[src/pkg/cdps_pkg.sv]
package cdps_pkg;

    // Register offsets on the serial management port
    localparam logic [7:0] ADDR_PORT_CHARGE_EN  = 8'hd0;
    localparam logic [7:0] ADDR_CHARGER_RESULT  = 8'he2;
    localparam logic [7:0] ADDR_PORT_POWER      = 8'he5;
    localparam logic [7:0] ADDR_OVERCURRENT     = 8'he6;

    // Reset values
    localparam logic [7:0] RST_CHARGER_RESULT   = 8'h02;
    localparam logic [7:0] RST_PORT_POWER       = 8'h00;
    localparam logic [7:0] RST_PORT_CHARGE_EN   = 8'h00;
    localparam logic [7:0] RST_OVERCURRENT      = 8'h00;

    // Field positions of the charger detect result register
    localparam int KIND_MSB                     = 7;
    localparam int KIND_LSB                     = 5;
    localparam int DONE_BIT                     = 4;
    localparam int FOUND_LOW_BIT                = 1;
    localparam int TRIGGER_BIT                  = 0;

    // Per-port fields sit at bits 3:1 of the port registers
    localparam int PORT_LSB                     = 1;
    localparam int PORT_MSB                     = 3;
    localparam int NUM_PORTS                    = 3;

    // Charger kind codes
    localparam logic [2:0] KIND_INCOMPLETE      = 3'h0;
    localparam logic [2:0] KIND_DCP             = 3'h1;
    localparam logic [2:0] KIND_DCP_OR_CDP      = 3'h1;
    localparam logic [2:0] KIND_CDP             = 3'h2;
    localparam logic [2:0] KIND_SDP             = 3'h3;
    localparam logic [2:0] KIND_DISABLED        = 3'h7;

    // Class reported by the detection front end
    localparam logic [1:0] CLASS_NONE           = 2'h0;
    localparam logic [1:0] CLASS_DCP            = 2'h1;
    localparam logic [1:0] CLASS_CDP            = 2'h2;
    localparam logic [1:0] CLASS_SDP            = 2'h3;

    // Detection sequence length, a least time so it rounds up
    localparam int CLK_PERIOD_NS                = 5;
    localparam int DETECT_TIME_NS               = 1000;
    localparam int DETECT_CYCLES_INT            =
        (DETECT_TIME_NS + CLK_PERIOD_NS - 1) / CLK_PERIOD_NS;
    localparam logic [7:0] DETECT_CYCLES        = 8'(DETECT_CYCLES_INT);

endpackage

[src/rtl/cdps_top.sv]
`timescale 1ns/1ps
module cdps_top (
    input  wire logic       sys_clk_in,
    input  wire logic       nrst_in,
    input  wire logic [7:0] reg_addr_in,
    input  wire logic       reg_wr_en_in,
    input  wire logic [7:0] reg_wdata_in,
    input  wire logic       reg_rd_en_in,
    output logic [7:0]      reg_rdata_out,
    output logic            reg_rvalid_out,
    input  wire logic       extended_detect_select_in,
    input  wire logic [2:0] charger_kind_mask_in,
    input  wire logic       auto_detect_start_in,
    input  wire logic       detect_disable_in,
    input  wire logic [1:0] detect_class_in,
    input  wire logic [2:0] host_power_en_in,
    input  wire logic [2:0] port_charging_active_in,
    output logic            detect_busy_out,
    output logic [2:0]      port_charge_enable_out,
    output logic [2:0]      overcurrent_report_out,
    output logic [2:0]      port_power_on_status_out
);
    import cdps_pkg::*;

    typedef struct packed {
        logic [2:0] detected_charger_kind;
        logic       detect_done_flag;
        logic       charger_found_low;
        logic       manual_detect_trigger;
        logic [2:0] port_charge_enable;
        logic [2:0] overcurrent_report;
        logic [7:0] rdata;
        logic       rvalid;
        logic       busy;
    } cdps_top_s;

    cdps_top_s  st_reg;
    cdps_top_s  st_next;

    logic       seq_start;
    logic       seq_busy;
    logic       seq_done;
    logic [1:0] seq_class;
    logic       wr_result;
    logic       wr_trigger;
    logic       wr_found_high;
    logic [2:0] pwr_status;
    logic [7:0] result_view;

    function automatic logic [2:0] cdps_encode_kind(input logic [1:0] cls,
                                                   input logic       ext);
        logic [2:0] kind;
        kind = KIND_INCOMPLETE;
        case (cls)
            CLASS_DCP: kind = ext ? KIND_DCP : KIND_DCP_OR_CDP;
            CLASS_CDP: kind = ext ? KIND_CDP : KIND_DCP_OR_CDP;
            CLASS_SDP: kind = KIND_SDP;
            default:   kind = KIND_INCOMPLETE;
        endcase
        return kind;
    endfunction

    function automatic logic cdps_unmasked_charger(input logic [1:0] cls,
                                                  input logic [2:0] mask);
        logic hit;
        hit = 1'b0;
        case (cls)
            CLASS_DCP: hit = !mask[0];
            CLASS_CDP: hit = !mask[1];
            CLASS_SDP: hit = !mask[2];
            default:   hit = 1'b0;
        endcase
        return hit;
    endfunction

    assign wr_result     = reg_wr_en_in && (reg_addr_in == ADDR_CHARGER_RESULT);
    assign wr_trigger    = wr_result && reg_wdata_in[TRIGGER_BIT];
    assign wr_found_high = wr_result && reg_wdata_in[FOUND_LOW_BIT];
    // Manual and automatic starts share one sequencer; a manual write restarts it
    assign seq_start     = wr_trigger || auto_detect_start_in;

    assign result_view = {st_reg.detected_charger_kind, st_reg.detect_done_flag,
                          2'b00, st_reg.charger_found_low, st_reg.manual_detect_trigger};

    always_comb begin
        st_next        = st_reg;
        st_next.busy   = seq_busy || seq_start;
        st_next.rvalid = reg_rd_en_in;

        // Disabled detection overrides any stale result every cycle
        if (detect_disable_in) begin
            st_next.detected_charger_kind = KIND_DISABLED;
        end else if (seq_done) begin
            st_next.detected_charger_kind =
                cdps_encode_kind(seq_class, extended_detect_select_in);
        end

        // Completion wins over a trigger landing in the same cycle
        if (seq_done) begin
            st_next.detect_done_flag = 1'b1;
        end else if (wr_trigger) begin
            st_next.detect_done_flag = 1'b0;
        end

        // A fresh detection result wins over a software force-high
        if (seq_done) begin
            st_next.charger_found_low =
                !cdps_unmasked_charger(seq_class, charger_kind_mask_in);
        end else if (wr_found_high) begin
            st_next.charger_found_low = 1'b1;
        end

        // A new write wins over completion so a back-to-back start is not lost
        if (wr_trigger) begin
            st_next.manual_detect_trigger = 1'b1;
        end else if (seq_done) begin
            st_next.manual_detect_trigger = 1'b0;
        end

        if (reg_wr_en_in && reg_addr_in == ADDR_PORT_CHARGE_EN) begin
            st_next.port_charge_enable = reg_wdata_in[PORT_MSB:PORT_LSB];
        end
        if (reg_wr_en_in && reg_addr_in == ADDR_OVERCURRENT) begin
            st_next.overcurrent_report = reg_wdata_in[PORT_MSB:PORT_LSB];
        end

        st_next.rdata = 8'h00;
        if (reg_rd_en_in) begin
            // Reserved bits and unmapped offsets read back as zero
            case (reg_addr_in)
                ADDR_CHARGER_RESULT: st_next.rdata = result_view;
                ADDR_PORT_POWER:     st_next.rdata = {4'h0, pwr_status, 1'b0};
                ADDR_PORT_CHARGE_EN: st_next.rdata = {4'h0, st_reg.port_charge_enable, 1'b0};
                ADDR_OVERCURRENT:    st_next.rdata = {4'h0, st_reg.overcurrent_report, 1'b0};
                default:             st_next.rdata = 8'h00;
            endcase
        end
    end

    always_ff @(posedge sys_clk_in) begin
        if (!nrst_in) begin
            st_reg <= '{detected_charger_kind: RST_CHARGER_RESULT[KIND_MSB:KIND_LSB],
                        detect_done_flag:      RST_CHARGER_RESULT[DONE_BIT],
                        charger_found_low:     RST_CHARGER_RESULT[FOUND_LOW_BIT],
                        manual_detect_trigger: RST_CHARGER_RESULT[TRIGGER_BIT],
                        port_charge_enable:    RST_PORT_CHARGE_EN[PORT_MSB:PORT_LSB],
                        overcurrent_report:    RST_OVERCURRENT[PORT_MSB:PORT_LSB],
                        rdata:                 8'h00,
                        rvalid:                1'b0,
                        busy:                  1'b0};
        end else begin
            st_reg <= st_next;
        end
    end

    cdps_seq u_seq (
        .sys_clk_in (sys_clk_in),
        .nrst_in    (nrst_in),
        .start_in   (seq_start),
        .disable_in (detect_disable_in),
        .class_in   (detect_class_in),
        .busy_out   (seq_busy),
        .done_out   (seq_done),
        .class_out  (seq_class)
    );

    cdps_pwr u_pwr (
        .sys_clk_in         (sys_clk_in),
        .nrst_in            (nrst_in),
        .host_power_en_in   (host_power_en_in),
        .charge_en_in       (st_reg.port_charge_enable),
        .charging_active_in (port_charging_active_in),
        .overcurrent_in     (st_reg.overcurrent_report),
        .power_status_out   (pwr_status)
    );

    assign reg_rdata_out            = st_reg.rdata;
    assign reg_rvalid_out           = st_reg.rvalid;
    assign detect_busy_out          = st_reg.busy;
    assign port_charge_enable_out   = st_reg.port_charge_enable;
    assign overcurrent_report_out   = st_reg.overcurrent_report;
    assign port_power_on_status_out = pwr_status;

    property p_disabled_kind;
        @(posedge sys_clk_in) disable iff (!nrst_in)
        detect_disable_in |=> st_reg.detected_charger_kind == KIND_DISABLED;
    endproperty
    a_disabled_kind: assert property (p_disabled_kind)
        else $error("kind not 111 while detection disabled");

    property p_ext_cdp;
        @(posedge sys_clk_in) disable iff (!nrst_in)
        seq_done && !detect_disable_in && extended_detect_select_in
            && seq_class == CLASS_CDP
        |=> st_reg.detected_charger_kind == KIND_CDP;
    endproperty
    a_ext_cdp: assert property (p_ext_cdp)
        else $error("extended encoding of charging port wrong");

    property p_plain_cdp;
        @(posedge sys_clk_in) disable iff (!nrst_in)
        seq_done && !detect_disable_in && !extended_detect_select_in
            && seq_class != CLASS_SDP && seq_class != CLASS_NONE
        |=> st_reg.detected_charger_kind == KIND_DCP_OR_CDP;
    endproperty
    a_plain_cdp: assert property (p_plain_cdp)
        else $error("plain encoding of charger not 001");

    property p_done_cycle;
        @(posedge sys_clk_in) disable iff (!nrst_in)
        wr_trigger && !seq_done && !detect_disable_in
        |=> !st_reg.detect_done_flag ##1 !st_reg.detect_done_flag;
    endproperty
    a_done_cycle: assert property (p_done_cycle)
        else $error("done flag not cleared by manual trigger");

    property p_found_low;
        @(posedge sys_clk_in) disable iff (!nrst_in)
        seq_done && cdps_unmasked_charger(seq_class, charger_kind_mask_in)
        |=> !st_reg.charger_found_low;
    endproperty
    a_found_low: assert property (p_found_low)
        else $error("unmasked charger not reported low");

    property p_force_high;
        @(posedge sys_clk_in) disable iff (!nrst_in)
        wr_found_high && !seq_done |=> st_reg.charger_found_low;
    endproperty
    a_force_high: assert property (p_force_high)
        else $error("write of 1 did not force found bit high");

    property p_trigger_runs;
        @(posedge sys_clk_in) disable iff (!nrst_in)
        wr_trigger && !detect_disable_in
        |=> st_reg.manual_detect_trigger && detect_busy_out;
    endproperty
    a_trigger_runs: assert property (p_trigger_runs)
        else $error("manual trigger did not start detection");

    property p_trigger_clears;
        @(posedge sys_clk_in) disable iff (!nrst_in)
        st_reg.manual_detect_trigger && seq_done && !wr_trigger
        |=> !st_reg.manual_detect_trigger;
    endproperty
    a_trigger_clears: assert property (p_trigger_clears)
        else $error("trigger bit not cleared at completion");

    property p_reserved_zero;
        @(posedge sys_clk_in) disable iff (!nrst_in)
        reg_rd_en_in && reg_addr_in == ADDR_CHARGER_RESULT
        |=> reg_rvalid_out && reg_rdata_out[3:2] == 2'b00;
    endproperty
    a_reserved_zero: assert property (p_reserved_zero)
        else $error("reserved bits of result register not zero");

    property p_kind_sdp;
        @(posedge sys_clk_in) disable iff (!nrst_in)
        seq_done && !detect_disable_in && seq_class == CLASS_SDP
        |=> st_reg.detected_charger_kind == KIND_SDP;
    endproperty
    a_kind_sdp: assert property (p_kind_sdp)
        else $error("standard port kind not 011");

    property p_kind_none;
        @(posedge sys_clk_in) disable iff (!nrst_in)
        seq_done && !detect_disable_in && seq_class == CLASS_NONE
        |=> st_reg.detected_charger_kind == KIND_INCOMPLETE;
    endproperty
    a_kind_none: assert property (p_kind_none)
        else $error("no-charger kind not 000");

    property p_power_read;
        @(posedge sys_clk_in) disable iff (!nrst_in)
        reg_rd_en_in && reg_addr_in == ADDR_PORT_POWER
        |=> reg_rdata_out == {4'h0, $past(port_power_on_status_out), 1'b0};
    endproperty
    a_power_read: assert property (p_power_read)
        else $error("port power read does not match status");

    property p_charge_en_write;
        @(posedge sys_clk_in) disable iff (!nrst_in)
        reg_wr_en_in && reg_addr_in == ADDR_PORT_CHARGE_EN
        |=> {4'h0, port_charge_enable_out, 1'b0} == ($past(reg_wdata_in) & 8'h0e);
    endproperty
    a_charge_en_write: assert property (p_charge_en_write)
        else $error("charge enable write not taken");

    property p_ocs_write;
        @(posedge sys_clk_in) disable iff (!nrst_in)
        reg_wr_en_in && reg_addr_in == ADDR_OVERCURRENT
        |=> {4'h0, overcurrent_report_out, 1'b0} == ($past(reg_wdata_in) & 8'h0e);
    endproperty
    a_ocs_write: assert property (p_ocs_write)
        else $error("over-current write not taken or reserved bits kept");

endmodule

[src/rtl/cdps_seq.sv]
`timescale 1ns/1ps
module cdps_seq (
    input  wire logic       sys_clk_in,
    input  wire logic       nrst_in,
    input  wire logic       start_in,
    input  wire logic       disable_in,
    input  wire logic [1:0] class_in,
    output logic            busy_out,
    output logic            done_out,
    output logic [1:0]      class_out
);
    import cdps_pkg::*;

    typedef enum logic [1:0] {
        CDPS_IDLE = 2'b01,
        CDPS_RUN  = 2'b10
    } cdps_seq_state_e;

    typedef struct packed {
        cdps_seq_state_e state;
        logic [7:0]      cnt;
        logic            done;
        logic [1:0]      cls;
    } cdps_seq_s;

    cdps_seq_s st_reg;
    cdps_seq_s st_next;

    always_comb begin
        st_next      = st_reg;
        st_next.done = 1'b0;
        case (st_reg.state)
            CDPS_IDLE: begin
                if (start_in && disable_in) begin
                    // Nothing to run; finish at once so a trigger still clears
                    st_next.done = 1'b1;
                    st_next.cls  = CLASS_NONE;
                end else if (start_in) begin
                    st_next.state = CDPS_RUN;
                    st_next.cnt   = DETECT_CYCLES;
                end
            end
            CDPS_RUN: begin
                if (disable_in) begin
                    st_next.state = CDPS_IDLE;
                    st_next.done  = 1'b1;
                    st_next.cls   = CLASS_NONE;
                end else if (start_in) begin
                    st_next.cnt = DETECT_CYCLES;
                end else if (st_reg.cnt == 8'h01) begin
                    st_next.state = CDPS_IDLE;
                    st_next.done  = 1'b1;
                    st_next.cls   = class_in;
                end else begin
                    st_next.cnt = st_reg.cnt - 8'h01;
                end
            end
            default: begin
                st_next.state = CDPS_IDLE;
            end
        endcase
    end

    always_ff @(posedge sys_clk_in) begin
        if (!nrst_in) begin
            st_reg <= '{state: CDPS_IDLE, cnt: 8'h00, done: 1'b0, cls: 2'h0};
        end else begin
            st_reg <= st_next;
        end
    end

    assign busy_out  = (st_reg.state == CDPS_RUN);
    assign done_out  = st_reg.done;
    assign class_out = st_reg.cls;

endmodule

[src/rtl/cdps_pwr.sv]
`timescale 1ns/1ps
module cdps_pwr (
    input  wire logic       sys_clk_in,
    input  wire logic       nrst_in,
    input  wire logic [2:0] host_power_en_in,
    input  wire logic [2:0] charge_en_in,
    input  wire logic [2:0] charging_active_in,
    input  wire logic [2:0] overcurrent_in,
    output logic [2:0]      power_status_out
);
    import cdps_pkg::*;

    typedef struct packed {
        logic [2:0] status;
    } cdps_pwr_s;

    cdps_pwr_s st_reg;
    cdps_pwr_s st_next;

    always_comb begin
        st_next = st_reg;
        for (int i = 0; i < NUM_PORTS; i++) begin
            // Charging mode or an over-current report both hide host power
            st_next.status[i] = host_power_en_in[i]
                              & ~(charge_en_in[i] & charging_active_in[i])
                              & ~overcurrent_in[i];
        end
    end

    always_ff @(posedge sys_clk_in) begin
        if (!nrst_in) begin
            st_reg <= '{status: RST_PORT_POWER[PORT_MSB:PORT_LSB]};
        end else begin
            st_reg <= st_next;
        end
    end

    assign power_status_out = st_reg.status;

    genvar g;
    generate
        for (g = 0; g < NUM_PORTS; g++) begin : g_chk
            property p_ocs_clears;
                @(posedge sys_clk_in) disable iff (!nrst_in)
                overcurrent_in[g] |=> !power_status_out[g];
            endproperty
            a_ocs_clears: assert property (p_ocs_clears)
                else $error("port power status stayed set under over-current");

            property p_host_on;
                @(posedge sys_clk_in) disable iff (!nrst_in)
                host_power_en_in[g] && !overcurrent_in[g]
                    && !(charge_en_in[g] && charging_active_in[g])
                |=> power_status_out[g];
            endproperty
            a_host_on: assert property (p_host_on)
                else $error("port power status not set while host powers port");
        end
    endgenerate

endmodule

[config.mk]
export PLATFORM = sky130hd
export DESIGN_NAME = cdps_top
export DESIGN_NICKNAME = d
export VERILOG_FILES = /design/src/pkg/cdps_pkg.sv /design/src/rtl/cdps_top.sv /design/src/rtl/cdps_seq.sv /design/src/rtl/cdps_pwr.sv
export SDC_FILE = /design/constraint.sdc
export NUM_CORES = 1
export LEC_CHECK = 0
export BUFFER_PORTS_ARGS = -buffer_cell sky130_fd_sc_hd__buf_2
export CAP_MARGIN = 20
export CORE_MARGIN = 2
export CORE_UTILIZATION = 50
export DETAILED_ROUTE_END_ITERATION = 7
export PLACE_DENSITY = 0.82
export SLEW_MARGIN = 20
export SYNTH_ARGS = -nofsm -noshare
export SYNTH_HDL_FRONTEND = slang
export SYNTH_SLANG_ARGS = --single-unit
[constraint.sdc]
create_clock -name sys_clk_in -period 5.04 [get_ports sys_clk_in]
set_clock_uncertainty 0.05 [all_clocks]
set_input_delay 1.008 -clock sys_clk_in [delete_from_list [all_inputs] [get_ports sys_clk_in]]
set_output_delay 1.008 -clock sys_clk_in [all_outputs]
set_load 0.01 [all_outputs]
==> summary.txt <==
Drt
  – Initial DRC Count: 95
  – DR vias/cell: 5.60
  – DRC Markers: 0
  – DRT Pass-1 Iters: 4
  – Post-DRT Antenna Nets: 0
  – Post-Route WL: 4040 µm
  – Routed wire per std cell: 13.5 µm
  – Vias: 1681

Global route
  – Grt total ovfl: 0
  – Antenna violations before repair: 0
  – Largest net degree at the start of global routing: 33
  – GR Util All Layers: 0.209
  – Vias in the first global route: 1549
  – First-pass GRT wire length: 6840 µm

Yosys
  – Mapped Nets: 243
  – Synth top area share: 0.411
  – Flops & latches, synth: 38
  – Mean area per synthesized cell: 9.03 µm²
  – Synth Flop Type: dfxtp_1
  – Biggest area consumer among synthesized cells: dfxtp_1
  – Post-synth cell types: 52
  – Post-synth EDFFs: 0
  – Cell area after synthesis: 1850 µm²
  – Warnings, synthesis: 0
  – Proportion of synthesized chip area in sequential cells: 0.411
  – Largest cells by area after synthesis: dfxtp_1 (41%), nand3_1 (4.3%), nand2_1 (4.3%)
  – Synthesized instance count: 205
  – Ys async rst share: 0

CTS
  – CTS Hold Buffers Added: 0
  – Clock slew at reported path FFs: 0.07 ns
  – CTS sink count: 38
  – Htree depth: 2
  – Setup Fix Bufs, Post-CTS: 0
  – CTS tree: done
  – Cts bufs inserted: 5
  – Latest clock arrival within the worst-skew pair: 0.28 ns
  – Clock Tree Buf Depth: 2
  – PostCTS Resize Cnt: 0
  – CTS root buf: clkbuf_8

STA
  – Final setup TNS: 0 ns
  – Actual slew at the worst max-slew pin: 0.725 ns
  – Setup Viol. Count Final: 0
  – Unrepaired setup endpoints after global routing: false
  – Max Slew Vio Count: 0
  – Worst rel slew slack: 0.513
  – Crit path time final: 2.45 ns
  – Final hold viol count: 0
  – Final worst-path cycle share: 0.486
  – Max Fclk: 408 MHz

Floorplanning
  – Die extent in y: 64.8 µm
  – Die Wd: around 65 µm
  – I/O pin cnt: 53
  – Full die area: 4200 µm²
  – Core box area: around 3600 µm²
  – Initial core utilization: 0.513
  – Row cnt: 22

Critical path
  – Startpoint types: input pin
  – Worst reg2reg startpoint: u_seq.st_reg[12]$_SDFFE_PN0P_
  – CP endpoint kind: register
  – Setup crit start: nrst_in
  – Critical Path RT: 5.21 ns
  – Critical path fanouts, max: 32
  – CP Class: in -> reg
  – Worst path arrival time: 2.62 ns

Min path
  – Hold wc startpoint: overcurrent_report_out[1]$_SDFFE_PN0P_
  – Min-Delay Path Class: reg -> reg

Place
  – DP HPWL: 2940 µm
  – GP Congestion: 0.779
  – I/O Buffers: 48

Final layout
  – # fillers: between 300 and 400
  – Antenna diode count: 0
  – Nets@finish: 289
  – Share of layout cells above drive strength 1: 0.274
  – P&R area growth vs syn: 21.2%
  – Number of flip-flops in the largest register: 10
  – Multi-input combinational cell area: 1000 µm²
  – Storage element area: 761 µm²

Outcome
  – Status: complete, no violations

Power
  – Worst vdd ir: between 200 and 250 µV
  – PwrDens: 326 nW/µm²
  – Pleak: between 0.9 and 1 nW
  – Total power: roughly 730 µW

Job
  – MaxCap Viol Count: 0
[synthesized netlist by cell type, drive strengths merged, types with 4 or more instances]
master,instances
dfxtp,38
nand2,21
nand3,17
a21oi,11
nor2,11
inv,9
a21boi,8
o21a,6
a22oi,5
and3,5
clkbuf,5
o21ai,5
a211oi,4
buf,4
ha,4
nand2b,4
nor3,4
[cells in the final DEF (no fill, tap or decap), types with 4 or more instances in the layout]
master | Yosys | layout
nand2b_1 | 4 | 4
dfxtp_1 | 38 | 38
and3_1 | 5 | 5
inv_1 | 9 | 9
o21ai_0 | 5 | 5
a21boi_0 | 8 | 8
a21oi_1 | 11 | 11
buf_2 | 2 | 48
clkbuf_8 | 0 | 6
a22oi_1 | 5 | 5
nand2_1 | 21 | 21
nand3_1 | 16 | 16
nor2_1 | 11 | 11
o21a_1 | 6 | 6
nor3_1 | 4 | 4
ha_1 | 4 | 4
[stage by stage]
stage / hold WS [ns] / setup WS [ns] / std cells / utilization / cell area [µm²]
2_1_floorplan: 0.394 / 2.70 / 205 / - / 1850
3_3_place_gp: 0.400 / 2.34 / 292 / 0.582 / 2100
3_5_place_dp: 0.414 / 2.32 / 292 / 0.582 / 2100
4_1_cts: 0.425 / 2.62 / 300 / 0.622 / 2240
5_1_grt: 0.441 / 2.49 / 300 / 0.622 / 2240
6_report: 0.426 / 2.59 / 300 / 0.622 / 2240
[cells by family (layout without fill, tap and decap cells)]
kind of cell / after synthesis / count (layout) / synth area share
mux: 3 / 3 / 0.0162
buf+inv: 18 / 65 / 0.0460
compound gates: 59 / 59 / 0.245
fa+ha+maj: 4 / 4 / 0.0270
simple gates: 83 / 83 / 0.254
flops: 38 / 38 / 0.411
[report_power, final]
group	total [mW]	switching [mW]	leakage, nW	internal [mW]
logic	0.0948	0.0511	0.574	0.0437
registers	0.322	0.00921	0.310	0.312
clock network	0.314	0.103	0.0714	0.211
total	0.731	0.164	0.955	0.567
[worst paths after layout]
check	end	slack [ns]	cells after the start
setup reg to reg	u_seq.st_reg[8]$_SDFFE_PN0P_	2.99	7
hold reg to reg	u_pwr.power_status_out[1]$_SDFF_PN0_	0.43	1
hold / removal	u_pwr.power_status_out[1]$_SDFF_PN0_	0.43	1
setup / recovery	u_seq.st_reg[7]$_SDFFE_PN0P_	2.59	6
[worst max-delay path, stage by stage]
cell and delay, ns:
buf_2 0.45, or2b_1 0.29, nor2_1 0.22, nand3_2 0.16, or3_1 0.40, o211ai_2 0.08
[routing by layer]
metal | vias up | global-route usage | part of all wire
li1 | 843 | - | -
met1 | 781 | 0.269 | 0.47
met2 | 52 | 0.345 | 0.47
met3 | 5 | 0.0556 | 0.056
met4 | 0 | 0.0532 | 0.0077
met5 | - | 0 | 0
[cell type report]
| cell class | count | share of cell area |
|---|---|---|
| clock buffer | 6 | 0.0368 |
| clock inverter | 2 | 0.0268 |
| inverter | 9 | 0.0151 |
| multi-input combinational | 149 | 0.448 |
| sequential | 38 | 0.339 |
| tap | 48 | 0.0268 |
| timing repair buffer | 48 | 0.107 |
Power figures use the tool's default switching activity.
